## src/hdl/ahbm_cfg.svh

```systemverilog
`ifndef AHBM_CFG_SVH
`define AHBM_CFG_SVH

// synchroniser depth for every pin input
`define AHBM_SYNC_STAGES 2
// least clocks from strobe assertion to strobe negation
`define AHBM_MIN_CYCLE_CLKS 3
// prefetch starts at most every third clock
`define AHBM_PF_SPACING 2'h2
// transfer size encodings
`define AHBM_SIZE_LONG 2'h0
`define AHBM_SIZE_BYTE 2'h1
`define AHBM_SIZE_WORD 2'h2
`define AHBM_SIZE_THREE 2'h3
// low address bits driven when they carry no meaning
`define AHBM_ADDR_LOW_IDLE 2'h0
// reset level of the synchronised pins: ack, error, halt high, data zero
`define AHBM_SYNC_RST {4'hF, 32'h0000_0000}

`endif

```

## src/hdl/ahbm_pkg.sv

```systemverilog
package ahbm_pkg;
	typedef enum logic [2:0] {
		ST_IDLE,
		ST_START,
		ST_STROBE,
		ST_WAITACK,
		ST_LATCH,
		ST_END
	} ahbm_state_e;

	typedef enum logic [1:0] {
		PORT_NONE,
		PORT_8,
		PORT_16,
		PORT_32
	} ahbm_port_e;

	typedef enum logic [1:0] {
		END_OK,
		END_ERROR,
		END_RETRY
	} ahbm_end_e;
endpackage

```

## src/hdl/ahbm_sync_if.sv

```systemverilog
`timescale 1ns/1ps
`default_nettype none
interface ahbm_sync_if #(
	parameter int W = 36
);
	logic [W-1:0] raw;
	logic [W-1:0] synced;
	modport src (output raw, input synced);
	modport dst (input raw, output synced);
endinterface
`default_nettype wire

```

## src/hdl/ahbm_bus_master.sv

```systemverilog
// Summary of operation
// - cached normal reads: low address, size meaningless
// - cache hit aborts speculative cycle, no strobe
// - early/operand start asserted when bus free
// - prefetch starts at most every third clock
// - hits while busy show nothing externally
// - address strobe starts cycle; data strobe with it on reads, one clock later on writes
// - unlimited waits, whole clocks, three clock minimum
// - ack may precede data; late error honoured
// - inputs recognised two edges after the sampling edge
// - read data latched edge after ack recognised
// - early held ack gives no wait states
// - keep sampling both acks every wait edge
`timescale 1ns/1ps
`default_nettype none
`include "ahbm_cfg.svh"
module ahbm_bus_master (
	// clock and reset
	input wire logic mclk,
	input wire logic rstn,
	// sequencer request
	input wire logic reqValid,
	input wire logic reqPrefetch,
	input wire logic reqWrite,
	input wire logic reqFirst,
	input wire logic [31:0] reqAddr,
	input wire logic [1:0] reqSize,
	input wire logic [31:0] reqWdata,
	input wire logic cacheEnable,
	input wire logic cacheHit,
	output logic reqReady,
	// sequencer answer
	output logic rspValid,
	output logic [31:0] rspData,
	output ahbm_pkg::ahbm_port_e rspPortWidth,
	output logic rspBusError,
	// bus strobes and cycle starts
	output logic addressStrobeN,
	output logic dataStrobeN,
	output logic earlyCycleStartN,
	output logic operandCycleStartN,
	// address, size, direction
	output logic [31:0] busAddr,
	output logic xferSizeBit0,
	output logic xferSizeBit1,
	output logic readWriteN,
	// data bus, three signals per pin
	input wire logic [31:0] dataIn,
	output logic [31:0] dataOut,
	output logic dataOe,
	// termination inputs
	input wire logic portAckLowN,
	input wire logic portAckHighN,
	input wire logic busErrorInN,
	input wire logic haltInN
);
	ahbm_pkg::ahbm_state_e state_ff;
	ahbm_pkg::ahbm_state_e nxt_state;

	ahbm_sync_if #(.W(36)) pinSync ();

	ahbm_sync #(
		.W(36),
		.RST_VAL(`AHBM_SYNC_RST)
	) u_sync (
		.mclk(mclk),
		.rstn(rstn),
		.sif(pinSync.dst)
	);

	assign pinSync.raw = {portAckHighN, portAckLowN, busErrorInN, haltInN, dataIn};

	// recognised levels, one per sampling edge
	wire logic ackHigh = ~pinSync.synced[35];
	wire logic ackLow = ~pinSync.synced[34];
	wire logic berrSeen = ~pinSync.synced[33];
	wire logic haltSeen = ~pinSync.synced[32];
	wire logic [31:0] dataSeen = pinSync.synced[31:0];
	wire logic ackAny = ackHigh | ackLow;

	// held request
	logic prefetch_ff;
	logic write_ff;
	logic first_ff;
	logic cached_ff;
	logic [31:0] addr_ff;
	logic [1:0] size_ff;
	logic [31:0] wdata_ff;
	logic [31:0] rdata_ff;
	ahbm_pkg::ahbm_port_e width_ff;
	logic [1:0] pfAgo_ff;
	logic [1:0] cycCnt_ff;

	// outputs
	logic reqReady_ff;
	logic rspValid_ff;
	logic rspBusError_ff;
	logic asN_ff;
	logic dsN_ff;
	logic ecsN_ff;
	logic ocsN_ff;
	logic oe_ff;
	logic rdWrN_ff;
	logic [31:0] busAddr_ff;
	logic [1:0] busSize_ff;

	// prefetch spacing: a start up to two clocks after a prefetch start must be data
	wire logic pfBlocked = pfAgo_ff < `AHBM_PF_SPACING;
	wire logic take = reqValid & reqReady_ff & ~(reqPrefetch & pfBlocked);
	wire logic hitAbort = (state_ff == ahbm_pkg::ST_START) & prefetch_ff & cacheHit;
	wire logic minMet = cycCnt_ff >= 2'(`AHBM_MIN_CYCLE_CLKS - 1);
	wire logic errEnd = berrSeen & ~haltSeen;
	wire logic retryEnd = berrSeen & haltSeen;
	wire logic lateErr = (state_ff == ahbm_pkg::ST_LATCH) & berrSeen;
	wire logic isRead = ~write_ff;

	// width decode of the acknowledge pair
	wire ahbm_pkg::ahbm_port_e ackWidth =
		(ackHigh & ackLow) ? ahbm_pkg::PORT_32 :
		ackHigh ? ahbm_pkg::PORT_16 :
		ackLow ? ahbm_pkg::PORT_8 : ahbm_pkg::PORT_NONE;

	// cached normal reads drive fixed low bits and long size
	wire logic dontCare = cached_ff & isRead;
	wire logic [31:0] driveAddr = dontCare ? {addr_ff[31:2], `AHBM_ADDR_LOW_IDLE} : addr_ff;
	wire logic [1:0] driveSize = dontCare ? `AHBM_SIZE_LONG : size_ff;
	// same rule from the take edge, so the low bits never change under the strobe
	wire logic takeCached = cacheEnable & ~reqWrite;
	wire logic [31:0] takeAddr = takeCached ? {reqAddr[31:2], `AHBM_ADDR_LOW_IDLE} : reqAddr;
	wire logic [1:0] takeSize = takeCached ? `AHBM_SIZE_LONG : reqSize;

	always_comb
	begin
		nxt_state = state_ff;
		case (state_ff)
			ahbm_pkg::ST_IDLE:
				if (take)
					nxt_state = ahbm_pkg::ST_START;
			ahbm_pkg::ST_START:
				// strobe is held back until the cache lookup has answered
				if (hitAbort)
					nxt_state = ahbm_pkg::ST_IDLE;
				else
					nxt_state = ahbm_pkg::ST_STROBE;
			ahbm_pkg::ST_STROBE:
				nxt_state = ahbm_pkg::ST_WAITACK;
			ahbm_pkg::ST_WAITACK:
				// no timeout: waits last as long as the slave needs
				if (ackAny | berrSeen)
					nxt_state = ahbm_pkg::ST_LATCH;
			ahbm_pkg::ST_LATCH:
				nxt_state = ahbm_pkg::ST_END;
			ahbm_pkg::ST_END:
				if (minMet)
					nxt_state = (rspValid_ff | rspBusError_ff) ?
						ahbm_pkg::ST_IDLE : ahbm_pkg::ST_START;
			default:
				nxt_state = ahbm_pkg::ST_IDLE;
		endcase
	end

	wire logic busy = (nxt_state != ahbm_pkg::ST_IDLE);
	wire logic strobing = (nxt_state == ahbm_pkg::ST_STROBE) |
		(nxt_state == ahbm_pkg::ST_WAITACK) | (nxt_state == ahbm_pkg::ST_LATCH);
	wire logic nxt_ecsN = ~(nxt_state == ahbm_pkg::ST_START);
	wire logic nxt_ocsN = ~((nxt_state == ahbm_pkg::ST_START) &
		(take ? reqFirst : first_ff));
	// reads strobe data with the address; writes one clock later, data then stable
	wire logic nxt_dsN = ~(strobing & (isRead | (state_ff != ahbm_pkg::ST_START)));

	always_ff @(posedge mclk)
	begin
		if (!rstn)
			state_ff <= ahbm_pkg::ST_IDLE;
		else
			state_ff <= nxt_state;
	end

	// captured request
	always_ff @(posedge mclk)
	begin
		if (!rstn)
		begin
			prefetch_ff <= 1'b0;
			write_ff <= 1'b0;
			first_ff <= 1'b0;
			cached_ff <= 1'b0;
			addr_ff <= 32'h0000_0000;
			size_ff <= `AHBM_SIZE_LONG;
			wdata_ff <= 32'h0000_0000;
		end
		else if (take)
		begin
			prefetch_ff <= reqPrefetch;
			write_ff <= reqWrite;
			first_ff <= reqFirst;
			cached_ff <= cacheEnable;
			addr_ff <= reqAddr;
			size_ff <= reqSize;
			wdata_ff <= reqWdata;
		end
	end

	// prefetch spacing and least cycle length
	always_ff @(posedge mclk)
	begin
		if (!rstn)
			pfAgo_ff <= `AHBM_PF_SPACING;
		else if (take & reqPrefetch)
			pfAgo_ff <= 2'h0;
		else if (pfBlocked)
			pfAgo_ff <= pfAgo_ff + 2'h1;
	end

	always_ff @(posedge mclk)
	begin
		if (!rstn)
			cycCnt_ff <= 2'h0;
		else if (nxt_state == ahbm_pkg::ST_STROBE)
			cycCnt_ff <= 2'h0;
		else if (!minMet)
			cycCnt_ff <= cycCnt_ff + 2'h1;
	end

	// width on the edge the ack is recognised; data latch one edge after
	always_ff @(posedge mclk)
	begin
		if (!rstn)
		begin
			rdata_ff <= 32'h0000_0000;
			width_ff <= ahbm_pkg::PORT_NONE;
		end
		else if (state_ff == ahbm_pkg::ST_WAITACK && ackAny)
			width_ff <= ackWidth;
		else if (state_ff == ahbm_pkg::ST_LATCH && isRead)
			rdata_ff <= dataSeen;
	end

	// answer to the sequencer
	always_ff @(posedge mclk)
	begin
		if (!rstn)
		begin
			rspValid_ff <= 1'b0;
			rspBusError_ff <= 1'b0;
		end
		else
		begin
			// error beats a good ack that came first; retry answers nothing
			rspValid_ff <= lateErr ? 1'b0 :
				((state_ff == ahbm_pkg::ST_LATCH) & ~rspValid_ff);
			rspBusError_ff <= lateErr & errEnd;
			if (state_ff == ahbm_pkg::ST_END && minMet)
			begin
				rspValid_ff <= 1'b0;
				rspBusError_ff <= 1'b0;
			end
		end
	end

	// bus pins
	always_ff @(posedge mclk)
	begin
		if (!rstn)
		begin
			reqReady_ff <= 1'b0;
			asN_ff <= 1'b1;
			dsN_ff <= 1'b1;
			ecsN_ff <= 1'b1;
			ocsN_ff <= 1'b1;
			oe_ff <= 1'b0;
			rdWrN_ff <= 1'b1;
			busAddr_ff <= 32'h0000_0000;
			busSize_ff <= `AHBM_SIZE_LONG;
		end
		else
		begin
			reqReady_ff <= ~busy;
			asN_ff <= ~strobing;
			dsN_ff <= nxt_dsN;
			ecsN_ff <= nxt_ecsN;
			ocsN_ff <= nxt_ocsN;
			oe_ff <= busy & (take ? reqWrite : write_ff);
			rdWrN_ff <= busy ? ~(take ? reqWrite : write_ff) : 1'b1;
			busAddr_ff <= take ? takeAddr : driveAddr;
			busSize_ff <= take ? takeSize : driveSize;
		end
	end

	assign reqReady = reqReady_ff;
	assign rspValid = rspValid_ff;
	assign rspData = rdata_ff;
	assign rspPortWidth = width_ff;
	assign rspBusError = rspBusError_ff;
	assign addressStrobeN = asN_ff;
	assign dataStrobeN = dsN_ff;
	assign earlyCycleStartN = ecsN_ff;
	assign operandCycleStartN = ocsN_ff;
	assign busAddr = busAddr_ff;
	assign xferSizeBit0 = busSize_ff[0];
	assign xferSizeBit1 = busSize_ff[1];
	assign readWriteN = rdWrN_ff;
	assign dataOut = wdata_ff;
	assign dataOe = oe_ff;
endmodule // ahbm_bus_master
`default_nettype wire

```

## src/hdl/ahbm_sync.sv

```systemverilog
`timescale 1ns/1ps
`default_nettype none
`include "ahbm_cfg.svh"
module ahbm_sync #(
	parameter int W = 36,
	parameter logic [W-1:0] RST_VAL = '0
) (
	// clock and reset
	input wire logic mclk,
	input wire logic rstn,
	// pins in, synchronised out
	ahbm_sync_if.dst sif
);
	genvar i;
	generate
		for (i = 0; i < W; i++)
		begin : g_bit
			logic [`AHBM_SYNC_STAGES-1:0] stage_ff;
			// only the last stage is read outside this chain
			always_ff @(posedge mclk)
			begin
				if (!rstn)
					stage_ff <= {`AHBM_SYNC_STAGES{RST_VAL[i]}};
				else
					stage_ff <= {stage_ff[`AHBM_SYNC_STAGES-2:0], sif.raw[i]};
			end
			assign sif.synced[i] = stage_ff[`AHBM_SYNC_STAGES-1];
		end
	endgenerate
endmodule // ahbm_sync
`default_nettype wire

```

## config.mk

```make
export PLATFORM = sky130hd
export DESIGN_NAME = ahbm_bus_master
export DESIGN_NICKNAME = d
export VERILOG_FILES = /design/src/hdl/ahbm_pkg.sv /design/src/hdl/ahbm_sync_if.sv /design/src/hdl/ahbm_bus_master.sv /design/src/hdl/ahbm_sync.sv
export VERILOG_INCLUDE_DIRS = /design/src /design/src/hdl
export SDC_FILE = /design/constraint.sdc
export NUM_CORES = 1
export LEC_CHECK = 0
export BUFFER_PORTS_ARGS = -buffer_cell sky130_fd_sc_hd__buf_2
export CAP_MARGIN = 20
export CELL_PAD_IN_SITES_DETAIL_PLACEMENT = 0
export CELL_PAD_IN_SITES_GLOBAL_PLACEMENT = 1
export CORE_MARGIN = 2
export CORE_UTILIZATION = 37
export DETAILED_ROUTE_END_ITERATION = 10
export PLACE_DENSITY = 0.77
export SLEW_MARGIN = 40
export SYNTH_ARGS = -nofsm -noshare
export SYNTH_HDL_FRONTEND = slang
export SYNTH_HIERARCHICAL = 1
export SYNTH_SLANG_ARGS = --single-unit
```

## constraint.sdc

```tcl
create_clock -name mclk -period 2.4 [get_ports mclk]
set_clock_uncertainty 0.15 [all_clocks]
set_input_delay 0.24 -clock mclk [delete_from_list [all_inputs] [get_ports mclk]]
set_output_delay 0.24 -clock mclk [all_outputs]
set_load 0.01 [all_outputs]
```

==> Word-level counts from Yosys, hierarchy flattened <==
Index checks and enable logic that the tools add are counted.
{ "word_totals": {"reg_bits": 226, "output_inout_bits": 109, "wordCells": 142} }
{ "op_classes": {"addsub": 2, "n_lt_le_gt_ge": 2, "eq_ne": 10, "muxes": 19, "n_bitwise": 37, "reduce_logical": 12} }
{ "op_table": {"columns": ["operator", "n"], "rows": [
  ["2-to-1 mux 32 bit", 1],
  ["2-to-1 mux 2 bit", 10],
  ["one-hot mux 3 bit (6 select lines)", 1],
  ["AND 1 bit", 16],
  ["NOT 1 bit", 15],
  ["== test 3 x 2 -> 1 bit, second input constant", 4],
  ["== test 3 bit, second input constant", 3],
  ["2-to-1 mux 3 bit", 3],
  ["== test 3 x 1 -> 1 bit, second input constant", 2],
  ["bitwise OR 1 bit", 6],
  ["OR reduction 2 bit", 3],
  ["adder 2 x 1 -> 2 bit, second input constant", 2],
  ["2-to-1 mux 1 bit", 4],
  ["AND reduction 2 bit", 2],
  ["logical AND 1 bit", 3],
  ["zero test 3 bit", 1],
  ["!= test 3 x 1 -> 1 bit, second input constant", 1],
  ["nonzero test 3 bit", 1],
  ["OR reduction 3 bit", 1],
  ["greater-or-equal comparator 2 bit, second input constant", 1],
  ["< comparator 2 bit, second input constant", 1],
  ["nonzero test 2 bit", 1]
]} }

==> Logic depth before layout (Yosys ltp) <==
Gate-level depths: netlist of run 1.
{ "logic_depth": {"depth_word": 11, "ltp_mapped": 6, "mapped_depth_nobuf": 6} }

==> By module <==
Netlist of run 1, hierarchy kept.
{ "by_module_without_submodules": {"columns": ["module", "instances", "cells_each", "area_each_um2", "seq_area_each_um2"], "rows": [
  ["ahbm_bus_master", 1, 568, 4968.5, 3083.0],
  ["ahbm_sync", 1, 187, 2199.6, 1441.4]
]} }

==> Least setup slack after synthesis of run 1 <==
No wires, ideal clock.
{ "synth_timing": {"path_type": "flip-flop to flip-flop", "from": "reg cycCnt_ff[0]", "to": "reg ocsN_ff, in the netlist operandCycleStartN", "arrival_ns": 1.412, "required_ns": 2.116, "path_slack_ns": 0.704, "stages_incl_launch_ff": 7, "period_less_slack_ns": 1.696, "cell_sequence": "dfxtp_1 > inv_1 > ha_1 > nor2_1 > o21ba_1 > a211oi_2 > or4b_1"} }
{ "synth_via": {"elab_chain_len": 6} }
{ "synth_rtl": {"columns": ["item", "line", "rtl"], "rows": [
  ["start: declaration", "ahbm_bus_master.sv:92", "logic [1:0] cycCnt_ff;"],
  ["start signal: assignment", "ahbm_bus_master.sv:222", "cycCnt_ff <= cycCnt_ff + 2'h1;"],
  ["greater-or-equal comparator 2 bit", "ahbm_bus_master.sv:111", "wire logic minMet = cycCnt_ff >= 2'(`AHBM_MIN_CYCLE_CLKS - 1);"],
  ["2-to-1 mux 3 bit", "ahbm_bus_master.sv:154", "if (minMet)"],
  ["one-hot mux 3 bit (6 select lines)", "ahbm_bus_master.sv:135", "case (state_ff)"],
  ["== test 3 x 1 -> 1 bit", "ahbm_bus_master.sv:166", "wire logic nxt_ocsN = ~((nxt_state == ahbm_pkg::ST_START) &"],
  ["AND 1 bit", "ahbm_bus_master.sv:166", null],
  ["NOT 1 bit", "ahbm_bus_master.sv:166", null],
  ["end signal: assignment", "ahbm_bus_master.sv:282", "ocsN_ff <= nxt_ocsN;"],
  ["end: declaration", "ahbm_bus_master.sv:101", "logic ocsN_ff;"]
]} }
No other way between the ends.
A chain may end at the register's enable or synchronous reset.

==> Worst setup path after layout of run 1 <==
{ "layout_timing": {"from": "in reqPrefetch", "to": "reg busAddr_ff[20], in the netlist busAddr[20]"} }
{ "layout_via": {"elab_chain_len": 4} }
{ "layout_rtl": {"columns": ["item", "line", "rtl"], "rows": [
  ["start: declaration", "ahbm_bus_master.sv:23", "input wire logic reqPrefetch,"],
  ["AND 1 bit", "ahbm_bus_master.sv:109", "wire logic take = reqValid & reqReady_ff & ~(reqPrefetch & pfBlocked);"],
  ["NOT 1 bit", "ahbm_bus_master.sv:109", null],
  ["AND 1 bit", "ahbm_bus_master.sv:109", null],
  ["2-to-1 mux 32 bit", "ahbm_bus_master.sv:285", "busAddr_ff <= take ? takeAddr : driveAddr;"],
  ["end signal: assignment", "ahbm_bus_master.sv:285", null],
  ["end: declaration", "ahbm_bus_master.sv:104", "logic [31:0] busAddr_ff;"]
]} }
No other way between the ends.

==> results.ini, run 1 <==
[global_route]
grt_max_degree = 82
grt_pass1_wl_mm = 26.6
gr-total-overflow = 0
grt_use_total_pct = 15.9
antenna_found_initial = 0
grt_pass1_vias = 5466

[cts]
clkTransAtPathRegs_ps = 60
cts_tree = done
cts_max_level = 1
cts_buffer_depth = 3
numCtsBuffers = 24
clk_latency_ps = 500
root_buffer = clkbuf_16
ctsResizeCount = 0
clkSinkCount = 226
cts_setup_buffers = 0

[route]
via_per_inst = 4.39
drt_iter0_markers = 186
wl_mm = 17.0
drc = 0
avgRoutedWirePerCell_um = 13.0
ant_nets = 0
vias = 5731
drt_first_pass_iters = 5

[sta]
max_freq_ghz = 0.516
final_max_slew_viol_count = 0
fin_crit_sh_pct = 80.7
relSlewSlack_pct = 60.4
hold_viol = 0
setup_tns_ps = 0
worst_slew_pin_slew_ps = 593
setup_viol = 0
grt_setup_unrepaired = no
fin_crit_ps = 1940

[worst_setup_path]
cp.required_ps = 2670
r2r_cells = 5
crit_fanout = 61
reg2reg_from = pfAgo_ff[1]$_SDFFE_PN1P_
arrival_ps = 2210
r2r-end = busAddr[20]$_SDFF_PN0_
reg2reg_slack_ps = 550
end_kind = flip-flop
critPathLaunchType = input port
critPathKind = input port to flip-flop

[min_path]
hold_start = rstn
hold-path-cell-count = 3
holdCritPathClass = input port to flip-flop
hold-path-endpoint = state_ff[0]$_SDFF_PN0_

[place]
dp_hpwl_mm = 10.3
globalplace.congestion = 0.763
portBuffers = 218
place_inst = 1160

[cells_and_area]
ff_latch_area_um2 = 4520
multiInputGateArea_um2 = 2170
area_growth_pct = 39.3
drive_gt1_share_pct = 25.4
finish.net_count = 1143
final_cells = 1305
fillers = 1705
diodes = 0

[flow_run]
maxCapViolations = 0

[power]
irDropWorstVdd_uv = 508
power_leakage_nw = 4.29
power.density_nw_per_um2 = 830

[floorplanning]
initial_core_util_pct = 38.1
chipHeight_um = 143
dieArea_um2 = 20500
core-area_um2 = 18800
dieWidth_um = 143
io-pin-count = 219
rows = 50

[synth]
synth_area_um2 = 7170
synth-seq-area-share_pct = 63.1
synth-seq-cells = 226
yosys.cell_types.count = 38
syn_nets = 866
syn_avg_cell_area_um2 = 9.49
synth_warnings = 6
synth_cells = 755

[outcome]
status = completed

layout make-up:
class                           count  share of cell area, %
Clock buffer                       33                   6.77
Timing Repair Buffer              330                   22.4
Clock inverter                      6                  0.388
Inverter                            4                  0.175
Tap cell                          260                   3.26
Sequential cell                   226                   45.3
Multi-Input combinational cell    446                   21.7
registers in the layout, summed over array words and instances (netlist names), 2 cells and up:
register,count
cycCnt_ff,2
rspData,32
u_sync/g_bit.stage_ff,72
dataOut,32
busAddr,32
addr_ff,32
pfAgo_ff,2
state_ff,3
rspPortWidth,2
size_ff,2
busSize_ff,2
report_power, final:
group	internal [mW]	switching, mW
combinational	0.413	0.448
clock	1.96	1.40
sequential	3.97	0.0848
kinds of logic after synthesis:
group	count (synthesis)	synth area share, %
AND/OR/NAND/NOR	322	20.6
flip-flops	226	63.1
AO/OA/AOI/OAI	121	8.97
buffers and inverters	83	6.82
XOR/XNOR	1	0.122
multiplexers	1	0.140
adder cells (fa/ha/maj)	1	0.175
how the worst max path moves through the flow:
stage	from	cells past startpoint	endpoint
floorplan	cycCnt_ff[0]$_SDFFE_PP0P_	6	operandCycleStartN$_SDFF_PN1_
global placement	cycCnt_ff[0]$_SDFFE_PP0P_	6	operandCycleStartN$_SDFF_PN1_
detailed placement	reqPrefetch	6	addr_ff[20]$_SDFFE_PN0P_
CTS	reqPrefetch	7	busAddr[20]$_SDFF_PN0_
global route	reqPrefetch	7	addr_ff[19]$_SDFFE_PN0P_
finish	reqPrefetch	7	busAddr[20]$_SDFF_PN0_
cell usage in the layout, fill, tap and decap left out, types with 2 or more instances in the layout:
master / count
a21o_1: 2
a21oi_1: 109
a221oi_1: 2
and2_1: 64
buf_12: 3
buf_2: 218
buf_4: 3
clkbuf_1: 6
clkbuf_16: 25
clkbuf_8: 2
clkinv_2: 4
dfxtp_1: 226
dlygate4sd3_1: 106
inv_1: 3
nand2_1: 210
nand2b_1: 10
nand3_1: 9
nand3b_1: 3
nor2_1: 8
nor2_4: 2
nor2b_1: 3
nor3b_1: 2
nor4_1: 2
o21ai_1: 2
or2_2: 2
or3_1: 2
timing repair:
item / in CTS / in global routing
endpoints found under the hold margin: 145 / 0
hold buffers: 106 / 0
endpoints found under the setup margin: 0 / 0
per-stage QoR:
| stage | hold slack, ps | setup WS (ps) | power, mW | cell area, µm² | util, % |
|---|---|---|---|---|---|
| global route | 22.4 | 344 | 8.68 | 9980 | 53.0 |
| finish | 17.8 | 463 | 8.28 | 9980 | 53.0 |
| CTS | 0.471 | 469 | 8.41 | 9980 | 53.0 |
| floorplan | 163 | 704 | 4.60 | 7170 | - |
| global placement | 239 | 566 | 4.86 | 8210 | 43.6 |
| detailed placement | 243 | 539 | 4.87 | 8210 | 43.6 |
synth_stat cells:
master    instances  area share [%]
dfxtp_1         226              63
nand2_1         210              11
a21oi_1         109             7.6
and2_1           64             5.6
buf_4            37             3.9
buf_2            19             1.3
clkbuf_1         16            0.84
nand2b_1         10            0.87
nand3_1           9            0.63
nor2_1            9            0.47
clkbuf_2          6            0.42
inv_1             4            0.21
nand3b_1          3            0.31
nor2b_1           3            0.26
a21o_1            2            0.21
a221oi_1          2            0.24
nor3b_1           2            0.21
nor4_1            2            0.17
o21ai_1           2            0.14
or3_1             2            0.17
a211oi_2          1            0.17
a221o_1           1            0.14
a22oi_1           1            0.10
a31o_1            1            0.12
a31oi_1           1           0.087
and3_1            1           0.087
buf_6             1            0.16
ha_1              1            0.17
mux2i_1           1            0.14
nand2b_4          1            0.19
nor2_4            1            0.16
nor3_1            1           0.070
nor3_2            1            0.14
o21ba_1           1            0.14
or2_1             1           0.087
or2_2             1           0.087
or4b_1            1            0.14
xnor2_1           1            0.12
layer usage:
| metal | vias up | global-route usage, % | share of wire [%] |
|---|---|---|---|
| met5 | - | 0 | 0 |
| met4 | 0 | 5.42 | 2.5 |
| met3 | 31 | 3.59 | 6.3 |
| met2 | 158 | 27.9 | 50 |
| met1 | 2611 | 19.2 | 41 |
| li1 | 2931 | - | - |
worst max-delay path: stages:
cell           delay, ps
dlygate4sd3_1        530
buf_2                120
nor2b_1              310
or2_2                360
buf_12               300
nand2_1               90
a21oi_1              200
No activity file was read; power rests on OpenSTA's default activity.
==> inputs of run 2 (changes only) <==
CORE_UTILIZATION = 34   (was 37)
PLACE_DENSITY = 0.74   (was 0.77)
clock period = 1.7 ns   (was 2.4 ns; I/O delays follow)
==> results.ini, run 2 (synthesis results as in run 1) <==
[floorplanning]
core-area_um2 = 20900  ; +11%
io-pin-count = 219  ; unchanged
dieArea_um2 = 22300  ; +8.6%
chipHeight_um = 149  ; +4.2%
initial_core_util_pct = 34.3  ; -3.8 points
rows = 53  ; +6.0%
dieWidth_um = 149  ; +4.2%

[worst_setup_path]
cp_cell_sequence = inv_1 -> ha_2 -> nor2_2 -> o21ba_1 -> a211oi_2 -> or4b_1
critPathMaxStageDelay_ps = 500  ; -30 ps
crit_fanout = 2  ; -97%
crit_start = cycCnt_ff[0]$_SDFFE_PP0P_
r2r_cells = 6  ; +1
crit_family = simple AND/OR/NAND/NOR gates
end_kind = flip-flop
reg2reg_from = cycCnt_ff[0]$_SDFFE_PP0P_
cp.depth = 6  ; -1
cp.required_ps = 1930  ; -740 ps
critPathKind = flip-flop to flip-flop
critPathLaunchType = flip-flop
r2r-end = operandCycleStartN$_SDFF_PN1_
critPathSlowestCell = or4b_1
reg2reg_slack_ps = 40  ; -510 ps
arrival_ps = 1890  ; -320 ps
critical_path_buf_inv_count = 1  ; -2

[route]
wl_mm = 17.2  ; +1.3%
avgRoutedWirePerCell_um = 12.8  ; -1.7%
drt_iter0_markers = 150  ; -19%
ant_nets = 0  ; unchanged
drt_first_pass_iters = 4  ; -1
via_per_inst = 4.32  ; -1.6%
vias = 5813  ; +1.4%
drc = 0  ; unchanged

[sta]
setup_tns_ps = 0  ; unchanged
fin_crit_ps = 1660
setup_viol = 0  ; unchanged
final_max_slew_viol_count = 0  ; unchanged
max_freq_ghz = 0.603
fin_ws_ps = 40.8  ; -422 ps
relSlewSlack_pct = 71.9  ; +11 points
worst_slew_pin_slew_ps = 421  ; -172 ps
fin_crit_sh_pct = 97.6
hold_viol = 0  ; unchanged
hold_slack_ps = 90.8  ; +73.0 ps
grt_setup_unrepaired = no

[min_path]
hold-path-cell-count = 5  ; +2
hold_start = reqValid
holdCritPathClass = input port to flip-flop
hold-path-endpoint = first_ff$_SDFF_PN0_

[cts]
numCtsBuffers = 24  ; unchanged
clkSinkCount = 226  ; unchanged
cts_buffer_depth = 3  ; unchanged
root_buffer = clkbuf_16
clkTransAtPathRegs_ps = 60  ; about the same
cts_max_level = 1  ; unchanged
clk_latency_ps = 500  ; about the same
cts_tree = done

[global_route]
antenna_found_initial = 0  ; unchanged
grt_util_met2_pct = 25.6  ; -2.3 points
grtUsageMet1_pct = 17.6  ; -1.6 points
gr-total-overflow = 0  ; unchanged
grt_pass1_wl_mm = 26.8  ; +0.73%
busiest_layer = met2
grt_use_total_pct = 14.6  ; -1.3 points
grt_max_degree = 77  ; -6.1%
grt_util_met3_pct = 3.24  ; -0.35 points
grt_pass1_vias = 5525  ; +1.1%

[place]
pre_cts_ws_ps = 6.70  ; -533 ps
globalplace.congestion = 0.764  ; +0.21%
portBuffers = 218  ; unchanged
dpl_cell_area_um2 = 8370  ; +1.9%
dp_hpwl_mm = 10.8  ; +4.6%

[cells_and_area]
finish.net_count = 1164  ; +1.8%
final_common_cell = dfxtp_1
area_growth_pct = 44.9
design_area_um2 = 10400  ; +4.1%
diodes = 0  ; unchanged
top_register = u_sync/g_bit.stage_ff
final_util_pct = 49.7  ; -3.3 points
layout_common_cells = dfxtp_1 (224), buf_2 (218), nand2_1 (210), dlygate4sd3_1 (112), a21oi_1 (109)
drive_gt1_share_pct = 27.2  ; +1.8 points
largest_reg_flops = 72  ; unchanged

[power]
power_leakage_nw = 4.47  ; +4.3%
power.density_nw_per_um2 = 1210  ; +46%
irDropWorstVdd_uv = 708  ; +40%

[flow_run]
maxCapViolations = 0  ; unchanged

[outcome]
status = completed

run 2: cell count changes in the layout (fill, tap and decap cells not counted), sizes merged:
cell / previous run / this run
buf: 224 / 238
inv: 5 / 4
bufinv: 0 / 3
clkinvlp: 1 / 0
clkbuf: 33 / 37
dlygate4sd3: 106 / 112
run 2: worst max path at each step:
stage	to	slack, ps
3_3_place_gp	operandCycleStartN$_SDFF_PN1_	6
4_1_cts	operandCycleStartN$_SDFF_PN1_	30
5_1_grt	busAddr[31]$_SDFF_PN0_	2
3_5_place_dp	operandCycleStartN$_SDFF_PN1_	7
2_1_floorplan	operandCycleStartN$_SDFF_PN1_	4
6_report	operandCycleStartN$_SDFF_PN1_	40
run 2: timing repair:
item / 4_1_cts / 5_1_grt
setup endpoints to repair: 1 / 63
endpoints found under the hold margin: 155 / 0
buffers inserted: 0 / 2
pin swaps: 0 / 3
gates cloned: 0 / 1
hold buffers: 112 / 0
gates resized for setup: 1 / 5
run 2: per-layer routing:
metal,up-vias,routed length (µm)
met5,-,0
met4,0,525
met3,35,837
met2,138,8290
met1,2665,7570
li1,2975,-
run 2: stage by stage:
step | total power, mW | instances
finish | 12.6 | 1345
global route | 13.1 | 1345
CTS | 12.7 | 1342
detailed placement | 6.97 | 1187
global placement | 6.96 | 1187
floorplan | 6.50 | 755
run 2: worst min-delay path, delay by kind of cell:
family	cells	cell delay, ps
and+or+nand+nor	3	290
buffers and inverters	1	100
muxes	1	140
run 2: power by group:
part           total (mW)  internal [mW]  leakage (nW)  switching (mW)
clock                5.45           3.40         0.416            2.04
combinational        1.41          0.708          2.21           0.698
sequential           5.72           5.61          1.85           0.102
run 2: area by class of cell:
class	instances	area, µm²
Tap cell	275	344
Inverter	4	17.5
Clock inverter	7	118
Multi-Input combinational cell	446	2180
Clock buffer	36	727
Sequential cell	226	4530
Fill cell	1959	10500
Timing Repair Buffer	351	2470
